## config.mk

```make
export PLATFORM = sky130hd
export DESIGN_NAME = cocr_regs
export DESIGN_NICKNAME = d
export VERILOG_FILES = /design/src/cocr_pkg.sv /design/src/cocr_regs.sv /design/src/cocr_sync.sv
export SDC_FILE = /design/constraint.sdc
export NUM_CORES = 1
export LEC_CHECK = 0
export BUFFER_PORTS_ARGS = -buffer_cell sky130_fd_sc_hd__clkbuf_2
export CAP_MARGIN = 20
export CORE_MARGIN = 5
export CORE_UTILIZATION = 65
export CTS_BUF_LIST = sky130_fd_sc_hd__clkbuf_16
export CTS_CLUSTER_SIZE = 40
export DETAILED_ROUTE_END_ITERATION = 12
export GPL_ROUTABILITY_DRIVEN = 0
export PLACE_DENSITY = 0.92
export SLEW_MARGIN = 20
export SYNTH_ARGS = -nofsm -noshare
export SYNTH_HDL_FRONTEND = slang
export SYNTH_SLANG_ARGS = --single-unit
```

## constraint.sdc

```tcl
create_clock -name mclk -period 5.12 [get_ports mclk]
set_input_delay 1.024 -clock mclk [delete_from_list [all_inputs] [get_ports mclk]]
set_output_delay 1.024 -clock mclk [all_outputs]
set_load 0.02 [all_outputs]
```

## src/cocr_pkg.sv

```systemverilog
// cocr_pkg: constants, register map, field layouts and types for the
// clock output control register group.
// assumes: registers are reached over the two-wire serial port only.
package cocr_pkg;
    // serial port address, write form is this shifted left with a zero
    localparam logic [6:0] SLV_ADDR = 7'h69;
    localparam logic [3:0] BITS_PER_BYTE = 4'h8;
    localparam logic [3:0] BIT_FIRST_TX = 4'h1;

    // register indices
    localparam logic [7:0] ADDR_OUT_EN = 8'h02;
    localparam logic [7:0] ADDR_OUT_CTL = 8'h03;
    localparam logic [7:0] ADDR_DIV_HI = 8'h04;
    localparam logic [7:0] ADDR_DIV_LO = 8'h05;
    localparam logic [7:0] ADDR_RSVD6 = 8'h06;

    // reset values and fixed read values
    localparam logic [7:0] OUT_EN_RST = 8'hFF;
    localparam logic [7:0] OUT_CTL_RST = 8'h30;
    localparam logic [7:0] OUT_CTL_WMASK = 8'h3F;
    localparam logic [7:0] DIV_HI_FIXED = 8'hCC;
    localparam int DIV_MSB_BIT = 0;
    localparam logic DIV_MSB_RST = 1'b0;
    localparam logic [7:0] DIV_LO_166 = 8'h7D;
    localparam logic [7:0] DIV_LO_OTHER = 8'h64;
    localparam logic [7:0] RSVD6_VAL = 8'hC1;
    localparam logic [7:0] UNMAPPED_VAL = 8'h00;
    localparam logic [7:0] BYTE_COUNT_RST = 8'h07;
    localparam logic [1:0] FS_CODE_166_RST = 2'h3;
    localparam logic [1:0] STRAP_SETTLE = 2'h2;

    // output enable register, msb first
    typedef struct packed {
        logic proc_clk0_out_en;
        logic proc_clk1_out_en;
        logic proc_clk2_out_en;
        logic serial_ref0_out_en;
        logic serial_ref1_out_en;
        logic serial_ref2_out_en;
        logic dot_clk_out_en;
        logic display_clk_out_en;
    } cocr_oe_t;

    // output control register, msb first
    typedef struct packed {
        logic [1:0] rsvd;
        logic ref_clk_out_en;
        logic [1:0] ref_slew;
        logic proc_clk0_stoppable;
        logic proc_clk1_stoppable;
        logic proc_clk2_stoppable;
    } cocr_ctl_t;

    // everything the analog side sees
    typedef struct packed {
        cocr_oe_t en;
        logic ref_clk_out_en;
        logic [1:0] ref_slew;
        logic [8:0] proc_pll_fb_div;
    } cocr_out_t;

    typedef enum logic [3:0] {
        ST_IDLE = 4'b0000,
        ST_ADDR = 4'b0001,
        ST_ADDR_ACK_WR = 4'b0010,
        ST_ADDR_ACK_RD = 4'b0011,
        ST_CMD = 4'b0100,
        ST_CMD_ACK = 4'b0101,
        ST_WDATA = 4'b0110,
        ST_WDATA_ACK = 4'b0111,
        ST_RDATA = 4'b1000,
        ST_RACK = 4'b1001
    } cocr_state_t;
endpackage : cocr_pkg

```

## src/cocr_regs.sv

```systemverilog
// cocr_regs: clock output control registers behind a two-wire serial
// slave with indexed block write and block read.
// assumes: scl/sda sampled by mclk (scl far slower than mclk); sda is
// open drain, resolved outside from sda_oe.
`timescale 1ns/1ps
`default_nettype none
module cocr_regs #(
    parameter logic [7:0] BYTE_COUNT = cocr_pkg::BYTE_COUNT_RST,
    parameter logic [1:0] FS_CODE_166 = cocr_pkg::FS_CODE_166_RST
) (
    input wire logic mclk,
    input wire logic reset_n,
    input wire logic ce,
    input wire logic scl_i,
    input wire logic sda_i,
    output logic sda_o,
    output logic sda_oe,
    input wire logic processor_clock_halt_n,
    input wire logic [1:0] freq_sel,
    output cocr_pkg::cocr_out_t clk_ctrl
);
    import cocr_pkg::*;

    logic scl_s, sda_s, halt_n_s;
    logic [1:0] fs_s;
    logic scl_p_q, sda_p_q;
    cocr_state_t state_q;
    logic [7:0] sh_q;
    logic [3:0] bit_q;
    logic [7:0] idx_q;
    logic rd_first_q, wr_first_q;
    cocr_oe_t oe_q;
    cocr_ctl_t ctl_q;
    logic div_msb_q;
    logic [7:0] div_lo_q;
    logic strap_done_q;
    logic [1:0] strap_cnt_q;

    // pins cross into mclk; bus idles high, halt idles released
    cocr_sync #(
        .WIDTH(5),
        .RESET_VAL(5'h1C)
    ) u_sync (
        .mclk(mclk),
        .reset_n(reset_n),
        .ce(ce),
        .async_in({scl_i, sda_i, processor_clock_halt_n, freq_sel}),
        .sync_out({scl_s, sda_s, halt_n_s, fs_s})
    );

    // bus events from the synchronised lines
    wire scl_rise = scl_s & ~scl_p_q;
    wire scl_fall = ~scl_s & scl_p_q;
    wire start_c = scl_s & scl_p_q & sda_p_q & ~sda_s;
    wire stop_c = scl_s & scl_p_q & ~sda_p_q & sda_s;
    wire byte_done = (bit_q == BITS_PER_BYTE);
    wire addr_hit = (sh_q[7:1] == SLV_ADDR);

    // read-back selection; reserved parts read their fixed values
    wire [7:0] rd_byte =
        (idx_q == ADDR_OUT_EN) ? oe_q :
        (idx_q == ADDR_OUT_CTL) ? ctl_q :
        (idx_q == ADDR_DIV_HI) ? (DIV_HI_FIXED | {7'h00, div_msb_q}) :
        (idx_q == ADDR_DIV_LO) ? div_lo_q :
        (idx_q == ADDR_RSVD6) ? RSVD6_VAL :
        UNMAPPED_VAL;
    // first byte of a block read is the byte count
    wire [7:0] tx_byte = rd_first_q ? BYTE_COUNT : rd_byte;

    // write strobes: first data byte of a block write is its count
    wire wr_en = scl_fall & (state_q == ST_WDATA) & byte_done & ~wr_first_q;
    wire we_oe = wr_en & (idx_q == ADDR_OUT_EN);
    wire we_ctl = wr_en & (idx_q == ADDR_OUT_CTL);
    wire we_hi = wr_en & (idx_q == ADDR_DIV_HI);
    wire we_lo = wr_en & (idx_q == ADDR_DIV_LO);

    // halted pairs: only those marked stoppable drop out
    wire halt = ~halt_n_s;
    wire stop0 = ctl_q.proc_clk0_stoppable & halt;
    wire stop1 = ctl_q.proc_clk1_stoppable & halt;
    wire stop2 = ctl_q.proc_clk2_stoppable & halt;

    // previous line levels for edge detection
    always_ff @(posedge mclk or negedge reset_n) begin
        if (!reset_n) begin
            scl_p_q <= 1'b1;
            sda_p_q <= 1'b1;
        end else if (ce) begin
            scl_p_q <= scl_s;
            sda_p_q <= sda_s;
        end
    end

    // serial slave: bits taken on scl rise, sda changed on scl fall
    always_ff @(posedge mclk or negedge reset_n) begin
        if (!reset_n) begin
            state_q <= ST_IDLE;
            sh_q <= 8'h00;
            bit_q <= 4'h0;
            idx_q <= 8'h00;
            rd_first_q <= 1'b0;
            wr_first_q <= 1'b0;
            sda_o <= 1'b1;
            sda_oe <= 1'b0;
        end else if (ce) begin
            if (start_c) begin
                // a repeated start keeps the index for the read phase
                state_q <= ST_ADDR;
                bit_q <= 4'h0;
                sda_o <= 1'b1;
                sda_oe <= 1'b0;
            end else if (stop_c) begin
                state_q <= ST_IDLE;
                sda_o <= 1'b1;
                sda_oe <= 1'b0;
            end else if (scl_rise) begin
                case (state_q)
                    ST_ADDR, ST_CMD, ST_WDATA: begin
                        sh_q <= {sh_q[6:0], sda_s};
                        bit_q <= bit_q + 4'h1;
                    end
                    ST_RACK: begin
                        if (sda_s) begin
                            state_q <= ST_IDLE;
                        end
                    end
                    default: begin
                    end
                endcase
            end else if (scl_fall) begin
                case (state_q)
                    ST_ADDR: begin
                        if (byte_done) begin
                            bit_q <= 4'h0;
                            if (addr_hit) begin
                                sda_o <= 1'b0;
                                sda_oe <= 1'b1;
                                rd_first_q <= sh_q[0];
                                state_q <= sh_q[0] ? ST_ADDR_ACK_RD : ST_ADDR_ACK_WR;
                            end else begin
                                state_q <= ST_IDLE;
                            end
                        end
                    end
                    ST_CMD: begin
                        if (byte_done) begin
                            idx_q <= sh_q;
                            bit_q <= 4'h0;
                            sda_o <= 1'b0;
                            sda_oe <= 1'b1;
                            state_q <= ST_CMD_ACK;
                        end
                    end
                    ST_WDATA: begin
                        if (byte_done) begin
                            bit_q <= 4'h0;
                            sda_o <= 1'b0;
                            sda_oe <= 1'b1;
                            wr_first_q <= 1'b0;
                            if (!wr_first_q) begin
                                idx_q <= idx_q + 8'h01;
                            end
                            state_q <= ST_WDATA_ACK;
                        end
                    end
                    ST_ADDR_ACK_WR: begin
                        sda_o <= 1'b1;
                        sda_oe <= 1'b0;
                        state_q <= ST_CMD;
                    end
                    ST_CMD_ACK: begin
                        sda_o <= 1'b1;
                        sda_oe <= 1'b0;
                        wr_first_q <= 1'b1;
                        state_q <= ST_WDATA;
                    end
                    ST_WDATA_ACK: begin
                        sda_o <= 1'b1;
                        sda_oe <= 1'b0;
                        state_q <= ST_WDATA;
                    end
                    ST_ADDR_ACK_RD, ST_RACK: begin
                        // ack bit over (ours on the address, else the host's): next byte's msb goes out now
                        sh_q <= {tx_byte[6:0], 1'b0};
                        sda_o <= tx_byte[7];
                        sda_oe <= ~tx_byte[7];
                        bit_q <= BIT_FIRST_TX;
                        rd_first_q <= 1'b0;
                        if (!rd_first_q) begin
                            idx_q <= idx_q + 8'h01;
                        end
                        state_q <= ST_RDATA;
                    end
                    ST_RDATA: begin
                        if (byte_done) begin
                            bit_q <= 4'h0;
                            sda_o <= 1'b1;
                            sda_oe <= 1'b0;
                            state_q <= ST_RACK;
                        end else begin
                            sh_q <= {sh_q[6:0], 1'b0};
                            sda_o <= sh_q[7];
                            sda_oe <= ~sh_q[7];
                            bit_q <= bit_q + 4'h1;
                        end
                    end
                    default: begin
                    end
                endcase
            end
        end
    end

    // register bank; reserved control bits are masked off on write
    always_ff @(posedge mclk or negedge reset_n) begin
        if (!reset_n) begin
            oe_q <= OUT_EN_RST;
            ctl_q <= OUT_CTL_RST;
            div_msb_q <= DIV_MSB_RST;
        end else if (ce) begin
            if (we_oe) begin
                oe_q <= sh_q;
            end
            if (we_ctl) begin
                ctl_q <= sh_q & OUT_CTL_WMASK;
            end
            if (we_hi) begin
                div_msb_q <= sh_q[DIV_MSB_BIT];
            end
        end
    end

    // frequency straps settle through the synchroniser, then load once
    always_ff @(posedge mclk or negedge reset_n) begin
        if (!reset_n) begin
            strap_cnt_q <= 2'h0;
            strap_done_q <= 1'b0;
            div_lo_q <= DIV_LO_OTHER;
        end else if (ce) begin
            if (!strap_done_q) begin
                if (strap_cnt_q == STRAP_SETTLE) begin
                    div_lo_q <= (fs_s == FS_CODE_166) ? DIV_LO_166 : DIV_LO_OTHER;
                    strap_done_q <= 1'b1;
                end else begin
                    strap_cnt_q <= strap_cnt_q + 2'h1;
                end
            end else if (we_lo) begin
                div_lo_q <= sh_q;
            end
        end
    end

    // buffer controls registered so the analog side sees clean levels
    always_ff @(posedge mclk or negedge reset_n) begin
        if (!reset_n) begin
            clk_ctrl <= '0;
        end else if (ce) begin
            clk_ctrl.en <= oe_q;
            clk_ctrl.en.proc_clk0_out_en <= oe_q.proc_clk0_out_en & ~stop0;
            clk_ctrl.en.proc_clk1_out_en <= oe_q.proc_clk1_out_en & ~stop1;
            clk_ctrl.en.proc_clk2_out_en <= oe_q.proc_clk2_out_en & ~stop2;
            clk_ctrl.ref_clk_out_en <= ctl_q.ref_clk_out_en;
            clk_ctrl.ref_slew <= ctl_q.ref_slew;
            clk_ctrl.proc_pll_fb_div <= {div_msb_q, div_lo_q};
        end
    end
endmodule : cocr_regs
`default_nettype wire

```

## src/cocr_sync.sv

```systemverilog
// cocr_sync: two-flop synchroniser bank for pin inputs.
// assumes: inputs are asynchronous to mclk; first stage feeds only second.
`timescale 1ns/1ps
`default_nettype none
module cocr_sync #(
    parameter int WIDTH = 1,
    parameter logic [WIDTH-1:0] RESET_VAL = '0
) (
    input wire logic mclk,
    input wire logic reset_n,
    input wire logic ce,
    input wire logic [WIDTH-1:0] async_in,
    output logic [WIDTH-1:0] sync_out
);
    logic [WIDTH-1:0] meta_q;

    // two stages; clock enable freezes both
    always_ff @(posedge mclk or negedge reset_n) begin
        if (!reset_n) begin
            meta_q <= RESET_VAL;
            sync_out <= RESET_VAL;
        end else if (ce) begin
            meta_q <= async_in;
            sync_out <= meta_q;
        end
    end
endmodule : cocr_sync
`default_nettype wire

```

### After elaboration in Yosys (flattened, before gate mapping)

Index checks and enable logic that the tools add are counted.

* $add $sub $neg: 3
* eq/ne operators: 41
* multiplexer cells: 65
* bitwise operators: 36
* reduce and logical (&&, ||, !) cells: 28

Operators with widths (count)
* $mux 8: 17
* $mux 4: 17
* $pmux 4 s7: 1
* $eq 8x3->1 const B: 3
* $pmux 8 s3: 1
* $mux 1: 21
* $reduce_and 7->1: 3
* $and 1x1->1: 20
* $ne 5x5->1 const B: 4
* $eq 4x3->1 const B: 4
* $eq 8x2->1 const B: 2
* $ne 2x2->1 const B: 8
* $ne 4x1->1 const B: 4
* $not 1->1: 16
* $pmux 8 s2: 1
* $eq 4x4->1 const B: 3
* $pmux 4 s3: 1
* $reduce_bool 3->1: 4
* $pmux 1 s5: 2
* $reduce_and 10->1: 1
* $reduce_bool 10->1: 1
* $reduce_and 9->1: 1
* $add 8x1->8 const B: 1
* $eq 4x2->1 const B: 2
* 23 further kinds: 35

* bits in registers: 86
* bits of input ports: 8
* output and inout bits: 22
* word-level logic and storage cells: 213

### Depth between registers and ports, before layout

Gate-level depths: netlist (run 1).

* word-level depth: 13
* gate-level depth with buffers: 9
* gate-level depth less buffers: 7

### Modules after synthesis

From an unflattened synthesis (run 1), not the netlist that was laid out.

* cell total of the unflattened synthesis: 434
* area total of the unflattened synthesis: 4625.7 µm²

By module, submodules not included
* cocr_regs: times used 1, cells an instance 413, area each 4206.5 µm², sequential area each 1921.8 µm²
* cocr_sync: times used 1, cells an instance 21, area each 419.2 µm², sequential area each 257.7 µm²

### Worst setup path after synthesis (run 1)

Ideal clock, no wire load.

* path type: input to register
* from: input ce
* to: register div_lo_q[0]
* library setup time: 0.128 ns
* data arrival time: 2.292 ns
* required time: 4.992 ns
* setup slack: 2.700 ns
* stages: 7
* path buffers: 2
* cells stage by stage: and2_1 -> clkbuf_1 -> nand3b_1 -> nor4_4 -> a21o_1 -> buf_2 -> mux2_1

* word-level cells in the longest chain between the ends: 1

Ends and longest elaborated chain
* start, declared: RTL line cocr_regs.sv:13 `input wire logic ce,`
* $reduce_and 3->1 (no line)
* end signal, assigned: RTL line cocr_regs.sv:242 `div_lo_q <= (fs_s == FS_CODE_166) ? DIV_LO_166 : DIV_LO_OTHER;`
* end signal, assigned: RTL line cocr_regs.sv:248 `div_lo_q <= sh_q;`
* end, declared: RTL line cocr_regs.sv:35 `logic [7:0] div_lo_q;`

No other way between the ends.
A chain may end at the register's enable or synchronous reset.

### Worst setup path after layout (run 1)

* from: register state_q[1]
* to: register sh_q[2]

* word-level cells in the longest chain between the ends: 5
* elaborated cells between the ends (all ways): 15

Ends and longest elaborated chain
* start, declared: RTL line cocr_regs.sv:27 `cocr_state_t state_q;`
* start signal, assigned: RTL line cocr_regs.sv:139 `state_q <= sh_q[0] ? ST_ADDR_ACK_RD : ST_ADDR_ACK_WR;`
* $eq 4x2->1 / $eq 4x4->1 (equally long branches): RTL line cocr_regs.sv:131 `case (state_q)`
* $reduce_or 2->1: RTL line cocr_regs.sv:131
* $pmux 8 s2: RTL line cocr_regs.sv:131
* $mux 8: RTL line cocr_regs.sv:130 `end else if (scl_fall) begin`
* $mux 8: RTL line cocr_regs.sv:116 `end else if (scl_rise) begin`
* end signal, assigned: RTL line cocr_regs.sv:119 `sh_q <= {sh_q[6:0], sda_s};`
* end signal, assigned: RTL line cocr_regs.sv:184 `sh_q <= {tx_byte[6:0], 1'b0};`
* end signal, assigned: RTL line cocr_regs.sv:201 `sh_q <= {sh_q[6:0], 1'b0};`
* end, declared: RTL line cocr_regs.sv:28 `logic [7:0] sh_q;`

Several ways; a longest one is shown, not always the timed one. The select of a mux whose other input is x is not followed.

==> results of run 1 <==
## registers in the layout (all words and copies together), names as in the netlist
register and count:
u_sync.meta_q 5, rd_first_q 1, sda_p_q 1, strap_cnt_q 2, sh_q 8, sda_o 1
scl_p_q 1, idx_q 8, u_sync.sync_out 5, state_q 4, wr_first_q 1, strap_done_q 1
div_msb_q 1, clk_ctrl 20, bit_q 4, ctl_q 6, sda_oe 1, oe_q 8
div_lo_q 8
## worst register-to-register path: stages (launching register included)
cell      delay (ns)
dfrtp_1         0.62
nor4b_1         0.92
a221oi_1        0.22
or4_4           0.58
mux2_4          0.34
## routing by layer
layer	routed length [µm]	part of all wire, %
met4	429	3.8
met5	0	0
met3	1050	9.2
met1	4420	39
met2	5460	48
## layout make-up
type,count,area (µm²),share of cell area [%]
Clock buffer,9,225,4.40
Clock inverter,7,70.1,1.37
Inverter,26,97.6,1.91
Multi-Input combinational cell,316,2260,44.2
Sequential cell,86,2180,42.6
Tap cell,99,124,2.42
Timing Repair Buffer,30,159,3.10
## placed cells by master, fill, tap and decap left out, types with 3 or more instances in the layout
cell type	synthesis	routed
dfrtp_1	64	64
mux2_2	38	38
nand2_1	36	36
o21ai_0	30	30
clkbuf_2	0	28
inv_1	25	25
a21oi_1	25	25
dfstp_2	22	22
nor2_1	20	20
o211ai_1	10	10
ha_1	10	10
nor3_1	9	9
clkbuf_16	0	9
nand3_1	8	8
o22ai_1	8	8
nand2b_1	6	6
mux2_1	6	6
nand3b_1	5	5
a21o_1	5	5
mux2i_1	5	5
o22a_1	5	5
and2_1	4	4
a211oi_1	4	4
and3_1	4	4
a22oi_1	4	4
or3_1	4	4
or2_2	3	3
xnor2_1	3	3
xor2_1	3	3
nand4_1	3	3
o21ai_2	3	3
o21ai_1	3	3
clkinvlp_4	0	3
## final timing paths
| check | cells past startpoint | to | slack (ns) |
|---|---|---|---|
| hold reg to reg | 1 | strap_cnt_q[0] | 0.49 |
| setup reg to reg | 4 | sh_q[2] | 2.33 |
| max in group asynchronous | 1 | wr_first_q | 3.87 |
| hold / removal | 1 | strap_cnt_q[0] | 0.49 |
| setup / recovery | 4 | sh_q[2] | 2.33 |
| min in group asynchronous | 1 | idx_q[4] | 0.71 |
## metrics by stage
stage / cell area (µm²) / util (%)
2_1_floorplan: 4680 / -
3_3_place_gp: 4820 / 67.5
3_5_place_dp: 4820 / 67.5
4_1_cts: 5110 / 71.7
5_1_grt: 5120 / 71.7
6_report: 5120 / 71.7
## cells by family after synthesis
kind of cell	count (synthesis)	share of synthesized area, %
AOI/OAI and AO/OA	126	18.0
and+or+nand+nor	124	14.6
DFF	86	46.6
buffers and inverters	55	4.98
muxes	50	12.0
adders and majority gates	10	2.68
xor gates and xnor gates	6	1.12
## report_power, final
| group | internal, mW | total, mW | switching (mW) |
|---|---|---|---|
| Combinational | 0.285 | 0.690 | 0.405 |
| Clock | 0.340 | 0.638 | 0.298 |
| Sequential | 0.850 | 1.07 | 0.222 |
==> summary.md, run 1 <==
| Metric | Value |
|---|---|
| Synth warn | `0` |
| Initial DRT Pass Iterations | `6` |
| Arrival time worst endpoint | `3.02 ns` |
| Post-DRT Antenna Nets | `0` |
| DP Worst Slack | `about 2.2 ns` |
| Die height | `between 90 and 100 µm` |
| Gr usage total | `a little over a quarter` |
| Main area contributors after synthesis | `dfrtp_1 (34%), dfstp_2 (12%), mux2_2 (9.2%)` |
| Hold Fails Final Rpt | `0` |
| Antenna diodes | `0` |
| Layout fillers | `~470` |
| Hpwl dp | `around 7400 µm` |
| Syn Area/Cell | `10.2 µm²` |
| Worst Hold Slack | `just under 0.5 ns` |
| Max frequency | `between 0.3 and 0.4 GHz` |
| Fin crit period | `approximately 2.8 ns` |
| Biggest area consumer among synthesized cells | `dfrtp_1` |
| Count leader, synth | `dfrtp_1` |
| Cell Pwr Density | `around 470 nW/µm²` |
| Crit path kind | `reg2reg` |
| DIE AREA | `8990 µm²` |
| Skew final | `just over 0.005 ns` |
| Number of post-CTS setup repair buffers | `0` |
| Unique cell type count in the Yosys netlist | `76` |
| Gr ovfl total | `0` |
| Seq/Total Area, Yosys | `around 47%` |
| R2r startpoint | `state_q[1]` |
| Post-Synthesis Cells | `between 400 and 500` |
| Grt met2 use | `between 40% and 50%` |
| Unrepaired setup endpoints after global routing | `false` |
| Width of the chip | `~95 µm` |
| Setup ws final | `about 2.3 ns` |
| Layout cells sized above 1 | `between 20 and 30%` |
| Remaining routing DRC violations | `0` |
| Startpoint types | `register` |
| Period Utilization, post-route | `54.5%` |
| Max transition margin | `about 36%` |
| Final Max Slew Viols | `0` |
| # setup viols final | `0` |
| Initial antenna violation count | `0` |
| Via count | `around 3,800` |
| Worst Setup SP | `state_q[1]` |
| Tightest Pin Transition | `0.949 ns` |
| I/O Pins | `30` |
| Post-synth EDFFs | `0` |
| Run status | `finished clean` |
| H-tree depth | `3` |
| Initial DRC Count | `about 420` |
| Post-cts sizing count | `0` |
| Root Driver | `clkbuf_16` |
| TritonCTS clock tree | `done` |
| Worst-path fanout max | `21` |
| Clock sinks | `86` |
| Met3 Resource Use GR | `5.90%` |
| Port Buf Inserts | `29` |
| Post-placement cell count | `between 500 and 600` |
| Crit. End Element | `register` |
| Post-synth top cells | `dfrtp_1 (64), mux2_2 (38), nand2_1 (36)` |
| Pin count of the biggest net entering global routing | `87` |
| Seq cells post-synth | `86` |
| Clock latency on the worst-skew pair | `~0.35 ns` |
| Total power | `between 2 and 2.5 mW` |
| Hold Crit Class | `reg2reg` |
| CP peak stage delay | `0.91 ns` |
| Hold_sp | `strap_cnt_q[0]` |
| Max-cap violations | `0` |
| CP required | `about 5.4 ns` |
| Clock slew at reported path FFs | `approximately 0.070 ns` |
| WL/cell | `around 20 µm` |
| Setup TNS | `0 ns` |
| Ys flop type | `dfrtp_1` |
| Post-synth top area share | `roughly a third` |
| Post-Syn Area | `between 4000 and 5000 µm²` |
| Initial core utilization | `between 60% and 70%` |
| First-pass GRT wire length | `18,700 µm` |
| Worst path slowest cell | `nor4b_1` |
| Area Overhead vs Synth | `9.47%` |
| Layout Nets | `roughly 490` |
| WP buf/inv | `0` |
| Routed WL | `11,400 µm` |
| Worst vdd ir | `around 360 µV` |
| Met1 Resource Use GR | `35.9%` |
| Hold_buf cts | `0` |
| Vias per cell | `between 6 and 7` |
| Vias in the first global route | `between 3,000 and 4,000` |
| Crit-path cells | `nor4b_1 -> a221oi_1 -> or4_4 -> mux2_4` |
| Final cell count without fillers | `around 570` |
| Delay-heaviest family, CP | `simple AND/OR/NAND/NOR gates` |
| TritonCTS Buffers | `9` |
| Clock Path Buffers | `2` |
| Core footprint | `~7100 µm²` |
| Leakage | `roughly 2.3 nW` |
| Layer with the highest usage | `met2` |
| Async SR Flop Fraction | `100%` |
| Syn_nets | `~480` |
| Rows | `31` |
Power figures use the tool's default switching activity.
==> run 2, diff against run 1 <==
--- a/config.mk
+++ b/config.mk
@@ -8,12 +8,12 @@
 export BUFFER_PORTS_ARGS = -buffer_cell sky130_fd_sc_hd__clkbuf_2
 export CAP_MARGIN = 20
 export CORE_MARGIN = 5
-export CORE_UTILIZATION = 65
+export CORE_UTILIZATION = 61
 export CTS_BUF_LIST = sky130_fd_sc_hd__clkbuf_16
 export CTS_CLUSTER_SIZE = 40
 export DETAILED_ROUTE_END_ITERATION = 12
 export GPL_ROUTABILITY_DRIVEN = 0
-export PLACE_DENSITY = 0.92
+export PLACE_DENSITY = 0.87
 export SLEW_MARGIN = 20
 export SYNTH_ARGS = -nofsm -noshare
 export SYNTH_HDL_FRONTEND = slang
==> constraint.sdc (replaced) <==
create_clock -name mclk -period 2.64 [get_ports mclk]
set_input_delay 0.528 -clock mclk [delete_from_list [all_inputs] [get_ports mclk]]
set_output_delay 0.528 -clock mclk [all_outputs]
set_load 0.02 [all_outputs]
==> run 2 against run 1 <==
  * Via count about the same
  * Clock power up 120%
  * Worst hold slack got worse by 0.31 ns
  * Final cell count grew 2.6%
  * Die area rose by 5.9%
  * Non-clock buffer count up 12
  * Clock skew grew 0.0069 ns
  * Setup slack worse by 2.2 ns
  * Sequential share of layout area is 0.96 points lower
  * Count of clock-buffer cells in the layout unchanged
  * Power is 100% higher
  * First-iteration DRC count fell by 16%
  * Largest cell class unchanged
  * Highest routed layer unchanged
==> summary.md, run 2 (same netlist as run 1, synthesis figures left out) <==
| Metric | Value |
|---|---|
| Antenna diodes | `0 (unchanged)` |
| Layout fillers | `517 (was 472)` |
| Hold_buf cts | `0 (unchanged)` |
| Skew final | `0.0121 ns (was 0.00518 ns)` |
| Clock Path Buffers | `2 (unchanged)` |
| Initial DRT Pass Iterations | `5 (was 6)` |
| Clock sinks | `86 (unchanged)` |
| # setup viols final | `0 (unchanged)` |
| Startpoint types | `register (unchanged)` |
| R2r worst-path depth | `5 (was 4)` |
| Arrival time worst endpoint | `2.71 ns (was 3.02 ns)` |
| Post-cts sizing count | `0 (unchanged)` |
| Gr ovfl total | `0 (unchanged)` |
| Max frequency | `0.401 GHz (was 0.358 GHz)` |
| Gr usage total | `25.1% (was 27.1%)` |
| Core footprint | `7610 µm² (was 7140 µm²)` |
| Worst-path fanout max | `18 (was 21)` |
| Worst R2R End | `state_q[0] (was sh_q[2])` |
| Register bank with the most flops | `clk_ctrl (unchanged)` |
| Initial antenna violation count | `0 (unchanged)` |
| Leading cell type in the layout, fill and taps excluded | `dfrtp_1 (unchanged)` |
| Remaining routing DRC violations | `0 (unchanged)` |
| Hold Fails Final Rpt | `0 (unchanged)` |
| Max reg flops | `20 (unchanged)` |
| Area Overhead vs Synth | `12.0% (was 9.47%)` |
| R2R setup slack | `0.15 ns (was 2.33 ns)` |
| TritonCTS clock tree | `done (unchanged)` |
| Hpwl dp | `7710 µm (was 7430 µm)` |
| Routed WL | `11,400 µm (about the same)` |
| Max transition margin | `41.1% (was 35.8%)` |
| Clock latency on the worst-skew pair | `0.34 ns (was 0.35 ns)` |
| Setup TNS | `0 ns (unchanged)` |
| First-pass GRT wire length | `19,300 µm (was 18,700 µm)` |
| Worst vdd ir | `703 µV (was 356 µV)` |
| Rows | `32 (was 31)` |
| Hold Crit Class | `in2async (was reg2reg)` |
| Tightest Pin Transition | `0.883 ns (was 0.949 ns)` |
| WL/cell | `19.5 µm (was 19.8 µm)` |
| Layout Nets | `499 (was 487)` |
| Clock slew at reported path FFs | `0.07 ns (about the same)` |
| Period Utilization, post-route | `94.4% (was 54.5%)` |
| Max-cap violations | `0 (unchanged)` |
| Number of post-CTS setup repair buffers | `0 (unchanged)` |
| Total power | `4.83 mW (was 2.40 mW)` |
| Via count | `3,831 (was 3,833)` |
| Unrepaired setup endpoints after global routing | `false (unchanged)` |
| Setup ws final | `0.148 ns (was 2.33 ns)` |
| Run status | `finished clean (unchanged)` |
| Final Max Slew Viols | `0 (unchanged)` |
| Die height | `97.6 µm (was 94.8 µm)` |
| Leakage | `2.35 nW (was 2.26 nW)` |
| Worst Hold Slack | `0.173 ns (was 0.486 ns)` |
| DIE AREA | `9520 µm² (was 8990 µm²)` |
| Crit path kind | `reg2reg (unchanged)` |
| Post-DRT Antenna Nets | `0 (unchanged)` |
| Pin count of the biggest net entering global routing | `47 (was 87)` |
| Crit. End Element | `register (unchanged)` |
| CP required | `2.86 ns (was 5.35 ns)` |
| Vias per cell | `6.52 (was 6.69)` |
| R2r startpoint | `u_sync.sync_out[4] (was state_q[1])` |
| Width of the chip | `97.6 µm (was 94.8 µm)` |
| DP Worst Slack | `0.264 ns (was 2.22 ns)` |
| Initial core utilization | `61.5% (was 65.5%)` |
| I/O Pins | `30 (unchanged)` |
| Layout cells sized above 1 | `27.2% (was 25.5%)` |
| Fin crit period | `2.49 ns (was 2.79 ns)` |
| Cell Pwr Density | `922 nW/µm² (was 469 nW/µm²)` |
| Most frequent cells in the layout | `dfrtp_1 (64), mux2_2 (38), nand2_1 (36) (unchanged)` |
| Port Buf Inserts | `29 (unchanged)` |
| Vias in the first global route | `3,756 (was 3,662)` |
| TritonCTS Buffers | `9 (unchanged)` |
| Root Driver | `clkbuf_16 (unchanged)` |
| H-tree depth | `3 (unchanged)` |
| Initial DRC Count | `355 (was 423)` |
==> run 2: cell types whose count changed in the layout (fill, tap and decap cells not counted), sizes merged <==
cell,previous run,this run
bufinv,0,2
buf,2,14
clkinvlp,3,1
clkinv,3,1
inv,27,29
==> run 2: how the worst max path moves through the flow <==
| stage | startpoint | end | slack (ns) | cells past startpoint |
|---|---|---|---|---|
| global route | scl_p_q | bit_q[1] | 0.11 | 7 |
| floorplan | state_q[3] | sh_q[2] | 0.43 | 6 |
| global placement | u_sync.sync_out[4] | state_q[0] | 0.36 | 5 |
| detailed placement | scl_p_q | bit_q[0] | 0.26 | 7 |
| finish | u_sync.sync_out[4] | state_q[0] | 0.15 | 5 |
| CTS | scl_p_q | bit_q[0] | 0.26 | 7 |
==> run 2: through the flow <==
step           util (%)  cell area [µm²]  cells
2_1_floorplan         -             4680    457
3_3_place_gp       64.6             4910    572
4_1_cts            68.8             5240    588
5_1_grt            68.8             5240    588
3_5_place_dp       64.6             4910    572
6_report           68.8             5240    588
==> run 2: cell type report <==
| type | instances | area [µm²] | area share, % |
|---|---|---|---|
| flip-flops and latches | 86 | 2180 | 41.6 |
| inverters | 26 | 97.6 | 1.86 |
| well taps | 102 | 128 | 2.44 |
| repair buffers | 42 | 245 | 4.68 |
| clock buffers | 9 | 225 | 4.30 |
| multi-input cells | 316 | 2260 | 43.2 |
| clock inverters | 7 | 97.6 | 1.86 |
==> run 2: routing by layer <==
layer | global-route usage (%) | share of wire, % | vias to the layer above
li1 | - | - | 1713
met1 | 32.6 | 39 | 1838
met2 | 41.1 | 49 | 228
met3 | 6.10 | 8.9 | 52
met4 | 8.84 | 3.5 | 0
met5 | 0 | 0 | -
==> run 2: worst max-delay path, stage by stage, from the launching register on <==
cell and delay (ns):
dfstp_2 0.56, ha_1 0.50, nand3_1 0.26, o311a_1 0.22
o31ai_1 0.44, mux2_2 0.40
==> run 2: power by group <==
group | switching, mW | leakage, nW | internal (mW) | total [mW]
logic | 0.827 | 1.14 | 0.579 | 1.41
clock network | 0.550 | 0.158 | 0.836 | 1.39
registers | 0.385 | 1.05 | 1.65 | 2.04
total | 1.76 | 2.35 | 3.07 | 4.83
